## src/design/das_pkg.sv

```systemverilog
// constants shared by the acquisition control block and its result buffer
// assumes a single 100 MHz clock domain
package das_pkg;
    localparam int DATA_W = 14;
    localparam int NUM_CHAN = 4;
    localparam int MODE_W = 4;
    localparam int CLK_PERIOD_NS = 10;
    localparam int CONV_TIME_NS = 3000;
    localparam int CONV_CYCLES = (CONV_TIME_NS + CLK_PERIOD_NS - 1) / CLK_PERIOD_NS;
    localparam int FIFO_DEPTH = 8;
    localparam int SYNC_W = 8;
    // mode code field layout
    localparam int MODE_COUNT_LSB = 0;
    localparam int MODE_BANK_BIT = 2;
    localparam int MODE_PDOWN_BIT = 3;
    localparam logic [3:0] MODE_RESET = 4'h0;
    // sync vector bit positions
    localparam int SYNC_TRIG = 7;
    localparam int SYNC_CS = 6;
    localparam int SYNC_WR = 5;
    localparam int SYNC_RD = 4;
    typedef enum logic [2:0]
    {
        ST_IDLE = 3'b001,
        ST_CONVERT = 3'b010,
        ST_FLUSH = 3'b100
    } seq_state_type;
endpackage

```

## src/design/stream_if.sv

```systemverilog
// valid/ready stream carrying one result word between modules
// assumes both ends share one clock
`timescale 1ns/100ps
interface stream_if #(parameter int WIDTH = 14);
    logic valid;
    logic ready;
    logic [WIDTH-1:0] data;
    modport source (output valid, output data, input ready);
    modport sink (input valid, input data, output ready);
endinterface

```

## src/design/result_fifo.sv

```systemverilog
// result buffer: synchronous fifo with width and depth parameters
// assumes one clock and an asynchronous active-high reset
`timescale 1ns/100ps
module result_fifo #(
    parameter int WIDTH = 14,
    parameter int DEPTH = 8
)
(
    // clock and reset
    input wire logic clk,
    input wire logic reset,
    // filling and draining sides
    stream_if.sink fill,
    stream_if.source drain
);
    localparam int AW = $clog2(DEPTH);
    localparam logic [AW:0] DEPTH_C = (AW+1)'(DEPTH);
    localparam logic [AW-1:0] LAST_C = AW'(DEPTH - 1);

    logic [WIDTH-1:0] mem [DEPTH];
    logic [AW-1:0] wr_ptr;
    logic [AW-1:0] rd_ptr;
    logic [AW:0] count;
    logic push;
    logic pop;

    // honest full and empty from the occupancy count
    assign fill.ready = (count != DEPTH_C);
    assign drain.valid = (count != '0);
    assign drain.data = mem[rd_ptr];
    assign push = fill.valid && fill.ready;
    assign pop = drain.valid && drain.ready;

    // storage write
    always_ff @(posedge clk)
    begin
        if (push)
            mem[wr_ptr] <= fill.data;
    end

    // pointers and occupancy
    always_ff @(posedge clk or posedge reset)
    begin
        if (reset)
        begin
            wr_ptr <= '0;
            rd_ptr <= '0;
            count <= '0;
        end
        else
        begin
            if (push)
                wr_ptr <= (wr_ptr == LAST_C) ? '0 : wr_ptr + 1'b1;
            if (pop)
                rd_ptr <= (rd_ptr == LAST_C) ? '0 : rd_ptr + 1'b1;
            if (push && !pop)
                count <= count + 1'b1;
            else if (pop && !push)
                count <= count - 1'b1;
        end
    end
endmodule

```

## src/design/das_control.sv

```systemverilog
// control of a four-channel simultaneous-sampling converter: trigger, sequencer,
// mode write, sequential result read-out and completion flag
// assumes host strobes are asynchronous to CLK and last several clock cycles
//
// Notes on behaviour
// - a rising trigger edge in idle, outside power-down, holds the selected inputs and starts the programmed sequence.
// - the active-low completion output falls once every result of the sequence is stored.
// - the four low bus lines carry the mode code in on writes and result bits out on reads, line zero as lsb.
// - each result leaves as a 14-bit word with bit 13 the msb.
// - every channel picks input A or input B according to the programmed bank.
// - the mode is latched when chip select or the write strobe rises to end the write, and kept.
// - each programmed channel takes 3 us to convert and its result is stored in internal memory.
// - each read cycle end (chip select or read strobe rising) advances the result pointer, starting at channel one and wrapping.
`timescale 1ns/100ps
module das_control #(
    parameter int CONV_CYCLES = das_pkg::CONV_CYCLES,
    parameter int FIFO_DEPTH = das_pkg::FIFO_DEPTH
)
(
    // clock and reset
    input wire logic CLK,
    input wire logic RESET,
    // host strobes, active low except the trigger, whose rising edge starts a sequence
    input wire logic CS_N,
    input wire logic WR_N,
    input wire logic RD_N,
    input wire logic CONVERSION_TRIGGER,
    // shared data bus, an input and an output per line, one common output enable
    input wire logic [das_pkg::DATA_W-1:0] RESULT_BUS_IN,
    output logic [das_pkg::DATA_W-1:0] RESULT_BUS_OUT,
    output logic RESULT_BUS_OE,
    // completion flag, active low
    output logic INT_N,
    // digitised channel inputs, bank A and bank B
    input wire logic [das_pkg::DATA_W-1:0] CHAN_INPUT_A [das_pkg::NUM_CHAN],
    input wire logic [das_pkg::DATA_W-1:0] CHAN_INPUT_B [das_pkg::NUM_CHAN]
);
    localparam int CW = $clog2(CONV_CYCLES);
    localparam logic [CW-1:0] CONV_LAST = CW'(CONV_CYCLES - 1);

    logic [das_pkg::SYNC_W-1:0] pins;
    logic [das_pkg::SYNC_W-1:0] sync1;
    logic [das_pkg::SYNC_W-1:0] sync2;
    logic [das_pkg::SYNC_W-1:0] sync3;
    logic [das_pkg::SYNC_W-1:0] filt;
    logic trig_prev;
    logic write_prev;
    logic read_prev;
    logic [das_pkg::MODE_W-1:0] code_prev;
    logic write_active;
    logic read_active;
    logic trig_rise;
    logic write_end;
    logic read_start;
    logic read_end;
    logic start;
    logic [das_pkg::MODE_W-1:0] mode;
    logic [1:0] seq_last;
    das_pkg::seq_state_type state;
    logic [CW-1:0] conv_count;
    logic [1:0] chan;
    logic [2:0] store_idx;
    logic [1:0] read_ptr;
    logic [das_pkg::DATA_W-1:0] held [das_pkg::NUM_CHAN];
    logic [das_pkg::DATA_W-1:0] ram [das_pkg::NUM_CHAN];
    logic tick;
    logic all_stored;

    stream_if #(.WIDTH(das_pkg::DATA_W)) fill ();
    stream_if #(.WIDTH(das_pkg::DATA_W)) drain ();

    // pins gathered for the three-stage synchroniser
    assign pins = {CONVERSION_TRIGGER, CS_N, WR_N, RD_N, RESULT_BUS_IN[das_pkg::MODE_W-1:0]};

    // per-bit synchroniser; a change counts once stages two and three agree
    genvar gi;
    generate
        for (gi = 0; gi < das_pkg::SYNC_W; gi++)
        begin : g_sync
            always_ff @(posedge CLK or posedge RESET)
            begin
                if (RESET)
                begin
                    sync1[gi] <= 1'b1;
                    sync2[gi] <= 1'b1;
                    sync3[gi] <= 1'b1;
                    filt[gi] <= 1'b1;
                end
                else
                begin
                    sync1[gi] <= pins[gi];
                    sync2[gi] <= sync1[gi];
                    sync3[gi] <= sync2[gi];
                    if (sync2[gi] == sync3[gi])
                        filt[gi] <= sync3[gi];
                end
            end
        end
    endgenerate

    // bus cycle decode; chip select gates both strobes
    assign write_active = !filt[das_pkg::SYNC_CS] && !filt[das_pkg::SYNC_WR];
    assign read_active = !filt[das_pkg::SYNC_CS] && !filt[das_pkg::SYNC_RD];
    assign trig_rise = filt[das_pkg::SYNC_TRIG] && !trig_prev;
    assign write_end = write_prev && !write_active;
    assign read_start = read_active && !read_prev;
    assign read_end = read_prev && !read_active;
    // triggers during a sequence or in power-down are ignored
    assign start = trig_rise && (state == das_pkg::ST_IDLE) && !mode[das_pkg::MODE_PDOWN_BIT];

    // edge history of the filtered strobes and the code on the low lines
    always_ff @(posedge CLK or posedge RESET)
    begin
        if (RESET)
        begin
            trig_prev <= 1'b1;
            write_prev <= 1'b0;
            read_prev <= 1'b0;
            code_prev <= das_pkg::MODE_RESET;
        end
        else
        begin
            trig_prev <= filt[das_pkg::SYNC_TRIG];
            write_prev <= write_active;
            read_prev <= read_active;
            code_prev <= filt[das_pkg::MODE_W-1:0];
        end
    end

    // mode register, loaded at the end of a write and kept until rewritten
    always_ff @(posedge CLK or posedge RESET)
    begin
        if (RESET)
            mode <= das_pkg::MODE_RESET;
        else if (write_end)
            mode <= code_prev;
    end

    // hold the selected bank on the trigger edge
    always_ff @(posedge CLK or posedge RESET)
    begin
        if (RESET)
        begin
            for (int i = 0; i < das_pkg::NUM_CHAN; i++)
                held[i] <= '0;
            seq_last <= 2'h0;
        end
        else if (start)
        begin
            for (int i = 0; i < das_pkg::NUM_CHAN; i++)
                held[i] <= mode[das_pkg::MODE_BANK_BIT] ? CHAN_INPUT_B[i] : CHAN_INPUT_A[i];
            seq_last <= mode[das_pkg::MODE_COUNT_LSB +: 2];
        end
    end

    // a channel result is offered once its conversion time has run out
    assign tick = (conv_count == CONV_LAST);
    assign fill.valid = (state == das_pkg::ST_CONVERT) && tick;
    assign fill.data = held[chan];
    assign all_stored = (store_idx == ({1'b0, seq_last} + 3'h1));

    // sequencer: convert, then wait until every result reaches memory
    always_ff @(posedge CLK or posedge RESET)
    begin
        if (RESET)
        begin
            state <= das_pkg::ST_IDLE;
            conv_count <= '0;
            chan <= 2'h0;
        end
        else
        begin
            case (state)
                das_pkg::ST_IDLE:
                begin
                    if (start)
                    begin
                        state <= das_pkg::ST_CONVERT;
                        conv_count <= '0;
                        chan <= 2'h0;
                    end
                end
                das_pkg::ST_CONVERT:
                begin
                    // a full buffer stalls the sequencer at the end of a channel
                    if (!tick)
                        conv_count <= conv_count + 1'b1;
                    else if (fill.ready)
                    begin
                        conv_count <= '0;
                        if (chan == seq_last)
                            state <= das_pkg::ST_FLUSH;
                        else
                            chan <= chan + 2'h1;
                    end
                end
                das_pkg::ST_FLUSH:
                begin
                    if (all_stored)
                        state <= das_pkg::ST_IDLE;
                end
                default:
                    state <= das_pkg::ST_IDLE;
            endcase
        end
    end

    result_fifo #(.WIDTH(das_pkg::DATA_W), .DEPTH(FIFO_DEPTH)) u_fifo
    (
        .clk(CLK),
        .reset(RESET),
        .fill(fill),
        .drain(drain)
    );

    // memory is not updated while the host is reading it
    assign drain.ready = !read_active && (store_idx != 3'h4);

    // result memory fill
    always_ff @(posedge CLK or posedge RESET)
    begin
        if (RESET)
        begin
            for (int i = 0; i < das_pkg::NUM_CHAN; i++)
                ram[i] <= '0;
            store_idx <= 3'h0;
        end
        else if (start)
            store_idx <= 3'h0;
        else if (drain.valid && drain.ready)
        begin
            ram[store_idx[1:0]] <= drain.data;
            store_idx <= store_idx + 3'h1;
        end
    end

    // completion flag: fall when all stored, rise on the first read
    always_ff @(posedge CLK or posedge RESET)
    begin
        if (RESET)
            INT_N <= 1'b1;
        else if (state == das_pkg::ST_FLUSH && all_stored)
            INT_N <= 1'b0;
        else if (read_start)
            INT_N <= 1'b1;
    end

    // read pointer: channel one first, advance on each read end, wrap
    always_ff @(posedge CLK or posedge RESET)
    begin
        if (RESET)
            read_ptr <= 2'h0;
        else if (start)
            read_ptr <= 2'h0;
        else if (read_end)
            read_ptr <= (read_ptr == seq_last) ? 2'h0 : read_ptr + 2'h1;
    end

    // output word register, msb on line 13, lsb on line zero
    always_ff @(posedge CLK or posedge RESET)
    begin
        if (RESET)
            RESULT_BUS_OUT <= '0;
        else
            RESULT_BUS_OUT <= ram[read_ptr];
    end

    // bus driven only during a read cycle
    assign RESULT_BUS_OE = read_active;
endmodule

```

## config.mk

```make
export PLATFORM = sky130hd
export DESIGN_NAME = das_control
export DESIGN_NICKNAME = d
export VERILOG_FILES = /design/src/design/das_pkg.sv /design/src/design/stream_if.sv /design/src/design/result_fifo.sv /design/src/design/das_control.sv
export SDC_FILE = /design/constraint.sdc
export NUM_CORES = 1
export LEC_CHECK = 0
export BUFFER_PORTS_ARGS = -buffer_cell sky130_fd_sc_hd__buf_2
export CAP_MARGIN = 15
export CORE_ASPECT_RATIO = 0.5
export CORE_MARGIN = 3
export CORE_UTILIZATION = 45
export CTS_BUF_LIST = sky130_fd_sc_hd__clkbuf_16
export DETAILED_ROUTE_END_ITERATION = 12
export PLACE_DENSITY = 0.74
export SYNTH_ARGS = -nofsm -noshare
export SYNTH_HDL_FRONTEND = slang
export SYNTH_SLANG_ARGS = --single-unit
```

## constraint.sdc

```tcl
create_clock -name CLK -period 6.5 [get_ports CLK]
set_input_delay 0.325 -clock CLK [delete_from_list [all_inputs] [get_ports CLK]]
set_output_delay 0.325 -clock CLK [all_outputs]
set_load 0.02 [all_outputs]
```

Yosys cells after proc, flatten, opt, wreduce, memory -nomap -nowiden. Memory sizes are Yosys's and may differ from the RTL's. Index checks and enable logic that the tools add are counted.

Add/sub/neg operators: 9. $lt $le $gt $ge: 4. Equality and inequality tests: 26. Mux-type cells: 41. Bitwise gates (word level): 4. Reduce and logical (&&, ||, !) cells: 36.

Operators with widths (number): two-way mux 14 bit (9); binary-select mux 14 bit (select 2 bit) (2); bitwise mux 56 bit (1); demux 14 bit (select 2 bit) (1); two-way mux 3 bit (9); two-way mux 9 bit (3); one-hot mux 9 bit (2 select lines) (1); logical AND 1 bit (16); two-way mux 2 bit (7); logical NOT 1 bit (10); AND reduction 5 bit (2); nonzero test 2 bit (5); adder 3 x 1 -> 3 bit (second input constant) (3); adder 9 x 1 -> 9 bit (second input constant) (1); equality test 3 bit (second input constant) (3); equality test 9 bit (second input constant) (1); >= comparator 3 bit (second input constant) (3); inverter 2 -> 3 bit (3); one-hot mux 3 bit (3 select lines) (1); equality test 1 bit (8); two-way mux 4 bit (2); inequality test 2 bit (second input constant) (4); adder 2 x 1 -> 2 bit (second input constant) (2); adder 4 x 1 -> 4 bit (second input constant) (1); other kinds (17) (22).

Bits in registers: 201. Memory bits (writable): 112. Input port bits: 132. Output and inout port bits: 16. Logic and storage cells: 177. Memories kept: 1.

Memory list: u_fifo.mem (depth 8, bits a word 14, rd ports 1, clocked after Yosys merged registers in 0, write ports 1, line result_fifo.sv:20) `logic [WIDTH-1:0] mem [DEPTH];`.

Longest topological paths before layout. Gate-level depths: netlist of the first run.

Depth after elaboration: 8. Gate-level depth with buffers: 12. Mapped depth without buffers: 11.

Hierarchy. A second synthesis of the first run with hierarchy kept.

Cells, all modules: 840. Area total of the unflattened synthesis: 13476.7 um2.

Modules (own cells, without submodules): das_control (instances 1, cells an instance 614, area each 8488.1 um2, seq. area each 4823.4 um2); result_fifo (instances 1, cells an instance 226, area each 4988.5 um2, seq. area each 3613.5 um2).

Worst setup path before layout of the first run. No wires, ideal clock.

Path kind: register to register. Start point: register conv_count[2]. End point: memory u_fifo.mem[0][0], enable pin. Library setup time: 403 ps. Arrival time: 2486 ps. Data required time: 6097 ps. Setup slack: 3611 ps. Stages on the path, launching flop included: 5. Buffers on the path: 0. Clock period less this slack: 2889 ps. Cell sequence: dfrtp_1 or4bb_1 nor4b_4 nand2b_1 nor3_1.

Word-level cells in the longest chain between the ends: 5.

Ends and longest elaborated chain: start, declared (line das_control.sv:60) `logic [CW-1:0] conv_count;`; start signal, assigned (line das_control.sv:187) `conv_count <= conv_count + 1'b1;`; equality test 9 bit (line das_control.sv:157) `assign tick = (conv_count == CONV_LAST);`; logical AND 1 bit (line das_control.sv:158) `assign fill.valid = (state == das_pkg::ST_CONVERT) && tick;`; logical AND 1 bit (line result_fifo.sv:31) `assign push = fill.valid && fill.ready;`; named net u_fifo.push (line result_fifo.sv:24) `logic push;`; two-way mux 1 bit (line result_fifo.sv:37) `if (push)`; two-way mux 1 bit (not written as such) (line result_fifo.sv:38) `mem[wr_ptr] <= fill.data;`; end, declared (line result_fifo.sv:20).

The timed path passes the listed nets, and every way through them passes these cells.

Final worst setup path of the first run.
Start point: register filt[7] (netlist name). End point: register ram[14] (netlist name).

Word-level cells in the longest chain between the ends: 5.

Ends and longest elaborated chain: start, declared (line das_control.sv:45) `logic [das_pkg::SYNC_W-1:0] filt;`; start signal, assigned by index (line das_control.sv:95) `filt[gi] <= sync3[gi];`; logical AND 1 bit (line das_control.sv:104) `assign trig_rise = filt[das_pkg::SYNC_TRIG] && !trig_prev;`; logical AND 1 bit (2 in series) (line das_control.sv:109) `assign start = trig_rise && (state == das_pkg::ST_IDLE) && !mode[das_pkg::MODE_PDOWN_BIT];`; inverter 1 bit (no line); AND reduction 2 bit (no line); end signal, assigned by index (line das_control.sv:232) `ram[store_idx[1:0]] <= drain.data;`; end, declared (line das_control.sv:65) `logic [das_pkg::DATA_W-1:0] ram [das_pkg::NUM_CHAN];`.

No other way between the ends. A chain may end at the register's enable or synchronous reset.

==> metrics.txt, run 1 <==
vias per std cell=5.30; die height=126 um; fin worst setup slack=3.26 ns; worst-skew pair later-pin latency=0.54 ns; Worst Path Buf+Inv=0; hpwl dp=16.6 mm; hold path depth=3; RR Endpoint=ram[14]; # fillers=2257; max-cap violation count=0; Rel. slew slack=0.316; worst min-delay path category=in2reg; CTS root buffer=clkbuf_16; top-level port count=148; Max stage delay on crit path=0.97 ns; Synth Warn #=0; Clock Power Share=0.335; outcome=completed; Final Hold Vio Count=0; RSZ-0062 raised after global routing=false; critical path class=reg2reg; P_int=3.57 mW; register share of total power=0.525; hold_ws=0.0789 ns; Sink Count=313; Fmax achieved=308 MHz; critical path's slowest cell=nand3_1; Routed Antenna Nets=0; routed vias=7267; pins over their slew limit=0; hold_sp=CHAN_INPUT_A[27]; Syn Area/Cell=15.7 um2; GPL Wtd Cong=0.780; post-CTS sizing=0; sequential fraction of the synthesis area=0.648; Commonest cells post-synth=dfrtp_1, edfxtp_1, mux2_2, nand2_1, o21ai_0; kind of start point of the critical path=flip-flop; Worst EP required=6.92 ns; All-Layer GR Usage=0.169; Synthesized Nets=974; Worst Skew=0.0206 ns; largest net degree at the start of global routing=123; gate count after technology mapping=828; area of the multi-input gates=4380 um2; final setup violating endpoints=0; PwrDens=317 nW/um2; Initial Utilization=0.463; Min Clock Period, post-route=3.24 ns; total congestion overflow=0; CP Capture Type=flip-flop; Cell Chain, Critical Path=nor4bb_1 > nand2_4 > nand3_1 > mux2_2; most common cell in the netlist=dfrtp_1; Fin Setup TNS=0 ns; Mapped Area=13000 um2; Max VDD drop=0.231 mV; TritonCTS clock tree=yes; initial antenna violation count=0; final wirelength=25.1 mm; Finished Layout Cells=1371; area leader, netlist=dfrtp_1; Tightest Pin Transition=1.03 ns; number of synthesized flops with an enable pin=112; Crit path max-delay family=simple AND/OR/NAND/NOR gates; asr flop ratio synth=0.642; number of global-route vias before repair=7705; Leak Pwr=6.48 nW; crit-path max FO=122; number of H-tree levels=1; clk buf depth=3; Chip Width=246 um; main area contributors after synthesis=dfrtp_1, edfxtp_1, mux4_2; drt initial violations=541; pre-CTS WS=3.17 ns; Area Overhead vs Synth=15.9%; Nets=1114; Core Region=28100 um2; Gate power share=0.141; Sw Share=0.255; Seq cells post-synth=313; register area=8440 um2; CTS clk-pin slew, worst paths=0.07 ns; die footprint=31100 um2; R2R depth=4; fraction of layout cells with a size suffix above 1=0.376; worst hold endpoint=held[27]; fin crit share=0.499; DR DRC count=0; DP Cell Count=1311; total power=4.79 mW; reg2reg setup slack=3.26 ns; top cell type's share of synthesized area=0.319; ANT cells=0; Post-synth top flop=dfrtp_1; First-pass DRT Iterations=5; clock buffer count from CTS=27; Sw Pwr=1.22 mW; WL/cell=18.3 um; Netlist cell types=58; first-pass GRT wire length=41.6 mm; row count=43; Reg-to-Reg Start=filt[7]; port bufs=137; Worst EP arrival=3.67 ns
[through the flow]
step,cell area (um2),utilization
after floorplan,13000,-
after global placement,14100,0.501
after detailed placement,14100,0.501
after CTS,15100,0.536
after global routing,15100,0.537
final,15100,0.537
[flip-flops by register name (all words and copies together), names as in the netlist, 4 cells and up]
signal / count
mode: 4
u_fifo.count: 4
sync3: 8
held: 56
filt: 8
conv_count: 9
u_fifo.mem: 112
ram: 56
sync2: 8
sync1: 8
RESULT_BUS_OUT: 14
code_prev: 4
[how the worst max path moves through the flow]
stage,from,end,slack [ns],cells past startpoint
6_report,filt[7],ram[14],3.26,4
5_1_grt,filt[7],ram[47],2.94,4
4_1_cts,filt[7],ram[49],3.22,4
3_3_place_gp,filt[7],ram[16],3.30,4
2_1_floorplan,RESET,RESULT_BUS_OUT[0],0.75,1
3_5_place_dp,filt[7],ram[14],3.17,4
[power groups by stage]
stage | Sequential (mW) | Combinational, mW | Clock [mW]
final | 2.51 | 0.673 | 1.60
after global routing | 2.54 | 0.763 | 1.74
after CTS | 2.52 | 0.669 | 1.64
after detailed placement | 2.56 | 0.663 | 0
after global placement | 2.54 | 0.631 | 0
after floorplan | 2.48 | 0.510 | 0
[kinds of logic (layout without fill, tap and decap cells)]
kind of cell,Yosys count,count (layout),synth area share
flip-flops,313,313,0.648
XOR/XNOR,12,12,0.00808
adder cells (fa/ha/maj),22,22,0.0202
AO/OA/AOI/OAI,94,94,0.0421
AND/OR/NAND/NOR,144,144,0.0544
multiplexers,193,193,0.210
buffers and inverters,50,211,0.0168
[tightest hold or removal path, stage by stage]
cell     delay (ns)
buf_2          0.08
mux2i_1        0.05
o21ai_0        0.13
[final cells by class]
type,instances,area share
Clock buffer,30,0.0498
Clock inverter,20,0.00946
Inverter,6,0.00199
Multi-Input combinational cell,465,0.290
Sequential cell,313,0.560
Tap cell,382,0.0317
Timing Repair Buffer,155,0.0572
[metal layers]
metal  GRT usage  up-vias  share of wire
met1       0.243     3720           0.45
met4      0.0224        0          0.010
li1            -     3369              -
met3      0.0338       21          0.049
met5           0        -              0
met2       0.277      157           0.49
[cells in the final DEF (no fill, tap or decap), drive strengths merged, types with 2 or more instances in the layout]
cell / count
clkbuf: 30
o21ai: 66
o211ai: 2
maj3: 8
ha: 13
dfstp: 35
clkinvlp: 2
a22o: 4
nor4b: 3
or3: 2
nand2b: 3
a21boi: 2
nand4bb: 2
inv: 17
dlygate4sd3: 9
a21o: 4
a21oi: 6
bufinv: 2
mux2: 79
and3: 3
buf: 146
o31ai: 2
edfxtp: 112
xnor2: 5
xor2: 7
nor4: 2
nor2: 18
nand2: 78
nor3: 12
a211o: 2
mux2i: 58
dfrtp: 166
mux4: 56
nand3b: 2
clkinv: 5
nand3: 7
[timing repair]
action,CTS,global route
hold buffers,9,0
setup buffers,0,0
endpoints found under the hold margin,97,0
No activity file was read; power rests on OpenSTA's default activity.
==> inputs of run 2 (changes only) <==
--- a/config.mk
+++ b/config.mk
@@ -12,7 +12,7 @@
 export CORE_UTILIZATION = 45
 export CTS_BUF_LIST = sky130_fd_sc_hd__clkbuf_16
 export DETAILED_ROUTE_END_ITERATION = 12
-export PLACE_DENSITY = 0.74
+export PLACE_DENSITY = 0.76
 export SYNTH_ARGS = -nofsm -noshare
 export SYNTH_HDL_FRONTEND = slang
 export SYNTH_SLANG_ARGS = --single-unit
==> constraint.sdc (replaced) <==
create_clock -name CLK -period 2.84 [get_ports CLK]
set_input_delay 0.142 -clock CLK [delete_from_list [all_inputs] [get_ports CLK]]
set_output_delay 0.142 -clock CLK [all_outputs]
set_load 0.02 [all_outputs]
==> metrics.txt, run 2 (synthesis gave the netlist of run 1 again) <==
initial antenna violation count=2 (+2); number of H-tree levels=1 (unchanged); max-cap violation count=0 (unchanged); TritonCTS clock tree=yes; hold_ws=-0.0244 ns (-0.103 ns); hpwl dp=17.7 mm (+7.1%); Min Clock Period, post-route=2.71 ns (-0.533 ns); number of global-route vias before repair=8841 (+15%); All-Layer GR Usage=0.193 (+0.0237); DR DRC count=0 (unchanged); Routed Antenna Nets=0 (unchanged); Worst EP required=3.26 ns (-3.66 ns); Area Overhead vs Synth=25.8%; largest net degree at the start of global routing=118 (-4.1%); reg2reg setup slack=0.13 ns (-3.13 ns); worst-skew pair later-pin latency=0.55 ns (about the same); worst min-delay path category=in2reg; port bufs=137 (unchanged); Worst EP arrival=3.13 ns (-0.54 ns); Worst Skew=0.0133 ns (-0.00725 ns); Max VDD drop=0.533 mV (+130%); largest register by flop count=u_fifo.mem; Initial Utilization=0.463 (unchanged); hold path depth=3 (unchanged); worst hold endpoint=held[53]; Tightest Pin Transition=0.990 ns (-0.0357 ns); drt initial violations=652 (+21%); R2R depth=9 (+5); Rel. slew slack=0.340 (+0.0238); clk buf depth=3 (unchanged); Largest regs=u_fifo.mem (112), held (56), ram (56); PwrDens=689 nW/um2 (+120%); die footprint=31100 um2 (unchanged); die height=126 um (unchanged); fraction of layout cells with a size suffix above 1=0.346 (-0.0303); Final Hold Vio Count=1 (+1); hold_sp=CHAN_INPUT_A[53]; routed vias=8108 (+12%); Core Region=28100 um2 (unchanged); total power=11.3 mW (+140%); Fmax achieved=369 MHz (+20%); crit-path max FO=5 (-96%); Leak Pwr=7.06 nW (+8.9%); fin crit share=0.955 (+0.455); # fillers=2032 (-10%); pins over their slew limit=0 (unchanged); commonest non-fill, non-tap cells in the layout=dfrtp_1, buf_2, dlygate4sd3_1; top-level port count=148 (unchanged); commonest non-fill, non-tap cell in the layout=dfrtp_1; final setup violating endpoints=0 (unchanged); clock buffer count from CTS=28 (+3.7%); CP Capture Type=flip-flop; total congestion overflow=0 (unchanged); First-pass DRT Iterations=5 (unchanged); outcome=finished with violations; max reg flops=112 (unchanged); RR Endpoint=u_fifo.count[3]; kind of start point of the critical path=flip-flop; Chip Width=246 um (unchanged); WL/cell=19.5 um (+6.4%); final wirelength=29.4 mm (+17%); GPL Wtd Cong=0.832 (+6.7%); CTS clk-pin slew, worst paths=0.06 ns (about the same); Sink Count=313 (unchanged); failing checks=hold timing; Nets=1246 (+12%); pre-CTS WS=0.0657 ns (-3.10 ns); post-CTS setup buffers=0 (unchanged); critical path class=reg2reg; Reg-to-Reg Start=u_fifo.count[0]; CTS root buffer=clkbuf_16; vias per std cell=5.38 (+1.6%); row count=43 (unchanged); fin worst setup slack=0.129 ns (-3.13 ns); first-pass GRT wire length=47.3 mm (+13%)
## run 2: metrics by stage
step                instances  cell area, um2   util  setup TNS [ns]
floorplan                 828           13000      -               0
global placement         1333           14300  0.508               0
detailed placement       1333           14300  0.508               0
CTS                      1504           16300  0.581               0
global route             1506           16400  0.583         -0.0179
finish                   1506           16400  0.583               0
## run 2: cell type report
| class | count | area [um2] | area share |
|---|---|---|---|
| Sequential cell | 313 | 8440 | 0.516 |
| Timing Repair Buffer | 286 | 2150 | 0.132 |
| Clock buffer | 28 | 701 | 0.0428 |
| Tap cell | 382 | 478 | 0.0292 |
| Inverter | 6 | 26.3 | 0.00161 |
| Multi-Input combinational cell | 465 | 4400 | 0.269 |
| Antenna cell | 2 | 5.00 | 0.000306 |
| Clock inverter | 24 | 158 | 0.00964 |
## run 2: repair_timing
action,CTS,global route
gates resized for setup,0,7
hold endpoints to repair,86,0
hold buffers,119,0
endpoints found under the setup margin,0,1
## run 2: worst max-delay path by stage
stage	start	endpoint	slack [ns]	cells after the start
3_3_place_gp	conv_count[2]	u_fifo.count[3]	0.18	8
2_1_floorplan	conv_count[2]	u_fifo.count[3]	0.09	8
5_1_grt	conv_count[2]	u_fifo.count[3]	-0.02	8
3_5_place_dp	store_idx[0]	u_fifo.count[3]	0.07	10
4_1_cts	store_idx[0]	u_fifo.count[3]	0.04	10
6_report	u_fifo.count[0]	u_fifo.count[3]	0.13	9
## run 2: critical path, cell delays in order, from the launching register on
cell       delay, ns
dfrtp_1         0.46
nor4_1          0.60
a211oi_2        0.13
inv_1           0.09
ha_1            0.16
inv_1           0.10
ha_1            0.29
a21o_1          0.23
a2111oi_2       0.39
o31ai_1         0.13
## run 2: per-layer routing
metal,vias up,track usage,part of all wire
met5,-,0,0
li1,3635,-,-
met2,226,0.338,0.51
met4,0,0.0562,0.029
met3,67,0.0283,0.046
met1,4180,0.251,0.42
## run 2: power by group
part | internal (mW) | switching (mW)
Clock | 1.89 | 1.65
Combinational | 0.927 | 0.986
Sequential | 5.42 | 0.404
Total | 8.24 | 3.04
==> inputs of run 3 (changes only) <==
--- a/config.mk
+++ b/config.mk
@@ -12,6 +12,7 @@
 export CORE_UTILIZATION = 45
 export CTS_BUF_LIST = sky130_fd_sc_hd__clkbuf_16
 export DETAILED_ROUTE_END_ITERATION = 12
+export HOLD_SLACK_MARGIN = 0.03
 export PLACE_DENSITY = 0.76
 export SYNTH_ARGS = -nofsm -noshare
 export SYNTH_HDL_FRONTEND = slang
==> metrics.txt, run 3 (synthesis gave the netlist of run 1 again) <==
outcome=completed; largest register by flop count=u_fifo.mem; kind of start point of the critical path=flip-flop; Placed Area=14300 um2 (unchanged); Worst EP arrival=3.11 ns (-0.02 ns); CTS clk-pin slew, worst paths=0.07 ns (about the same); Chip Width=246 um (unchanged); Initial Utilization=0.463 (unchanged); top-level port count=148 (unchanged); Routed Antenna Nets=0 (unchanged); WL/cell=19.5 um (about the same); Worst Skew=0.0172 ns (+0.00386 ns); pins over their slew limit=0 (unchanged); die height=126 um (unchanged); crit-path max FO=5 (unchanged); fin crit share=0.945 (-0.00919); total congestion overflow=0 (unchanged); max-cap violation count=0 (unchanged); Max stage delay on crit path=0.59 ns (about the same); port bufs=137 (unchanged); Rel. slew slack=0.339 (-0.000596); Fin Setup TNS=0 ns (unchanged); First-pass DRT Iterations=5 (unchanged); commonest non-fill, non-tap cell in the layout=dfrtp_1; vias per std cell=5.36 (-0.45%); critical path class=reg2reg; Fmax achieved=372 MHz (+0.97%); DR DRC count=0 (unchanged); initial antenna violation count=1 (-1); PwrDens=690 nW/um2 (about the same); CP Capture Type=flip-flop; Core Region=28100 um2 (unchanged); Nets=1248 (+0.16%); hpwl dp=17.7 mm (unchanged); CTS root buffer=clkbuf_16; TritonCTS clock tree=yes; row count=43 (unchanged); # fillers=2032 (unchanged); Max VDD drop=0.532 mV (about the same); die footprint=31100 um2 (unchanged); max reg flops=112 (unchanged); clk buf depth=3 (unchanged); final setup violating endpoints=0 (unchanged); Leak Pwr=7.07 nW (+0.12%); Area Overhead vs Synth=25.9%; All-Layer GR Usage=0.194 (+0.00114); worst-skew pair later-pin latency=0.56 ns (about the same); worst min-delay path category=in2async; routed vias=8077 (-0.38%); final wirelength=29.4 mm (unchanged); GPL Wtd Cong=0.832 (unchanged); Cell Chain, Critical Path=nor4_1 > a211oi_2 > inv_1 > ha_1 > inv_1 > ha_1 > a21o_1 > a2111oi_2 > o31ai_1; total power=11.3 mW (+0.16%); Min Clock Period, post-route=2.68 ns (-0.0261 ns); number of H-tree levels=1 (unchanged); drt initial violations=581 (-11%); largest net degree at the start of global routing=118 (unchanged); Final Hold Vio Count=0 (-1); number of global-route vias before repair=8915 (+0.84%); critical path's slowest cell=nor4_1; Finished Layout Cells=1507 (+0.066%); DP Cell Count=1333 (unchanged); post-route cell area=16400 um2 (+0.11%); fraction of layout cells with a size suffix above 1=0.345 (-0.000615); first-pass GRT wire length=47.5 mm (+0.54%); Largest regs=u_fifo.mem (112), held (56), ram (56); Sink Count=313 (unchanged); commonest non-fill, non-tap cells in the layout=dfrtp_1, buf_2, dlygate4sd3_1; Tightest Pin Transition=0.991 ns (+0.000895 ns); Worst EP required=3.26 ns (about the same); clock buffer count from CTS=28 (unchanged)
-- run 3: cell types whose count changed in the layout (fill, tap and decap cells not counted), sizes merged --
cell         delta
dlygate4sd3     +2
diode           -1
-- run 3: stage by stage --
| step | worst slack, ns | utilization | hold WS [ns] |
|---|---|---|---|
| 2_1_floorplan | 0.0905 | - | 0.146 |
| 3_3_place_gp | 0.183 | 0.508 | 0.237 |
| 3_5_place_dp | 0.0657 | 0.508 | 0.248 |
| 4_1_cts | 0.0377 | 0.582 | 0.217 |
| 5_1_grt | -0.0179 | 0.583 | 0.228 |
| 6_report | 0.155 | 0.583 | 0.224 |
-- run 3: cell type report --
cell class | count | area (um2) | share of cell area
Inverter | 6 | 26.3 | 0.00160
Tap cell | 382 | 478 | 0.0292
Clock inverter | 24 | 158 | 0.00962
Clock buffer | 28 | 701 | 0.0428
Sequential cell | 313 | 8440 | 0.515
Timing Repair Buffer | 288 | 2170 | 0.133
Antenna cell | 1 | 2.50 | 0.000153
Multi-Input combinational cell | 465 | 4400 | 0.269
-- run 3: path summary, 6_finish.rpt --
| kind | startpoint | end | slack (ns) | cells past startpoint |
|---|---|---|---|---|
| max reg2reg | u_fifo.count[0] | u_fifo.count[3] | 0.16 | 9 |
| min | RESET | held[3] | 0.22 | 3 |
| min in group CLK | RESULT_BUS_IN[3] | sync1[3] | 0.24 | 2 |
| min reg2reg | sync1[3] | sync2[3] | 0.36 | 0 |
| max | u_fifo.count[0] | u_fifo.count[3] | 0.16 | 9 |
| max in group asynchronous | RESET | sync3[1] | 1.81 | 4 |
-- run 3: what timing repair did --
action	in CTS	in global routing
hold endpoints to repair	87	0
resized for setup	0	7
buffers inserted	0	0
setup endpoints to repair	0	1
hold buffers	121	0
-- run 3: layer usage --
layer / share of wire / vias to the layer above / global-route usage
met5: 0 / - / 0
met4: 0.028 / 0 / 0.0555
met3: 0.046 / 62 / 0.0302
met2: 0.51 / 209 / 0.342
met1: 0.41 / 4167 / 0.251
li1: - / 3639 / -
-- run 3: critical path, delay by kind of cell, from the launching register on --
family	cells	cell delay, ns
AOI/OAI and AO/OA	4	0.85
adders and majority gates	2	0.45
buffers and inverters	2	0.20
DFF	1	0.46
and+or+nand+nor	1	0.59
-- run 3: report_power, final --
group | total, mW | internal, mW | switching (mW)
clock | 3.55 | 1.89 | 1.65
sequential | 5.83 | 5.42 | 0.406
combinational | 1.92 | 0.932 | 0.989
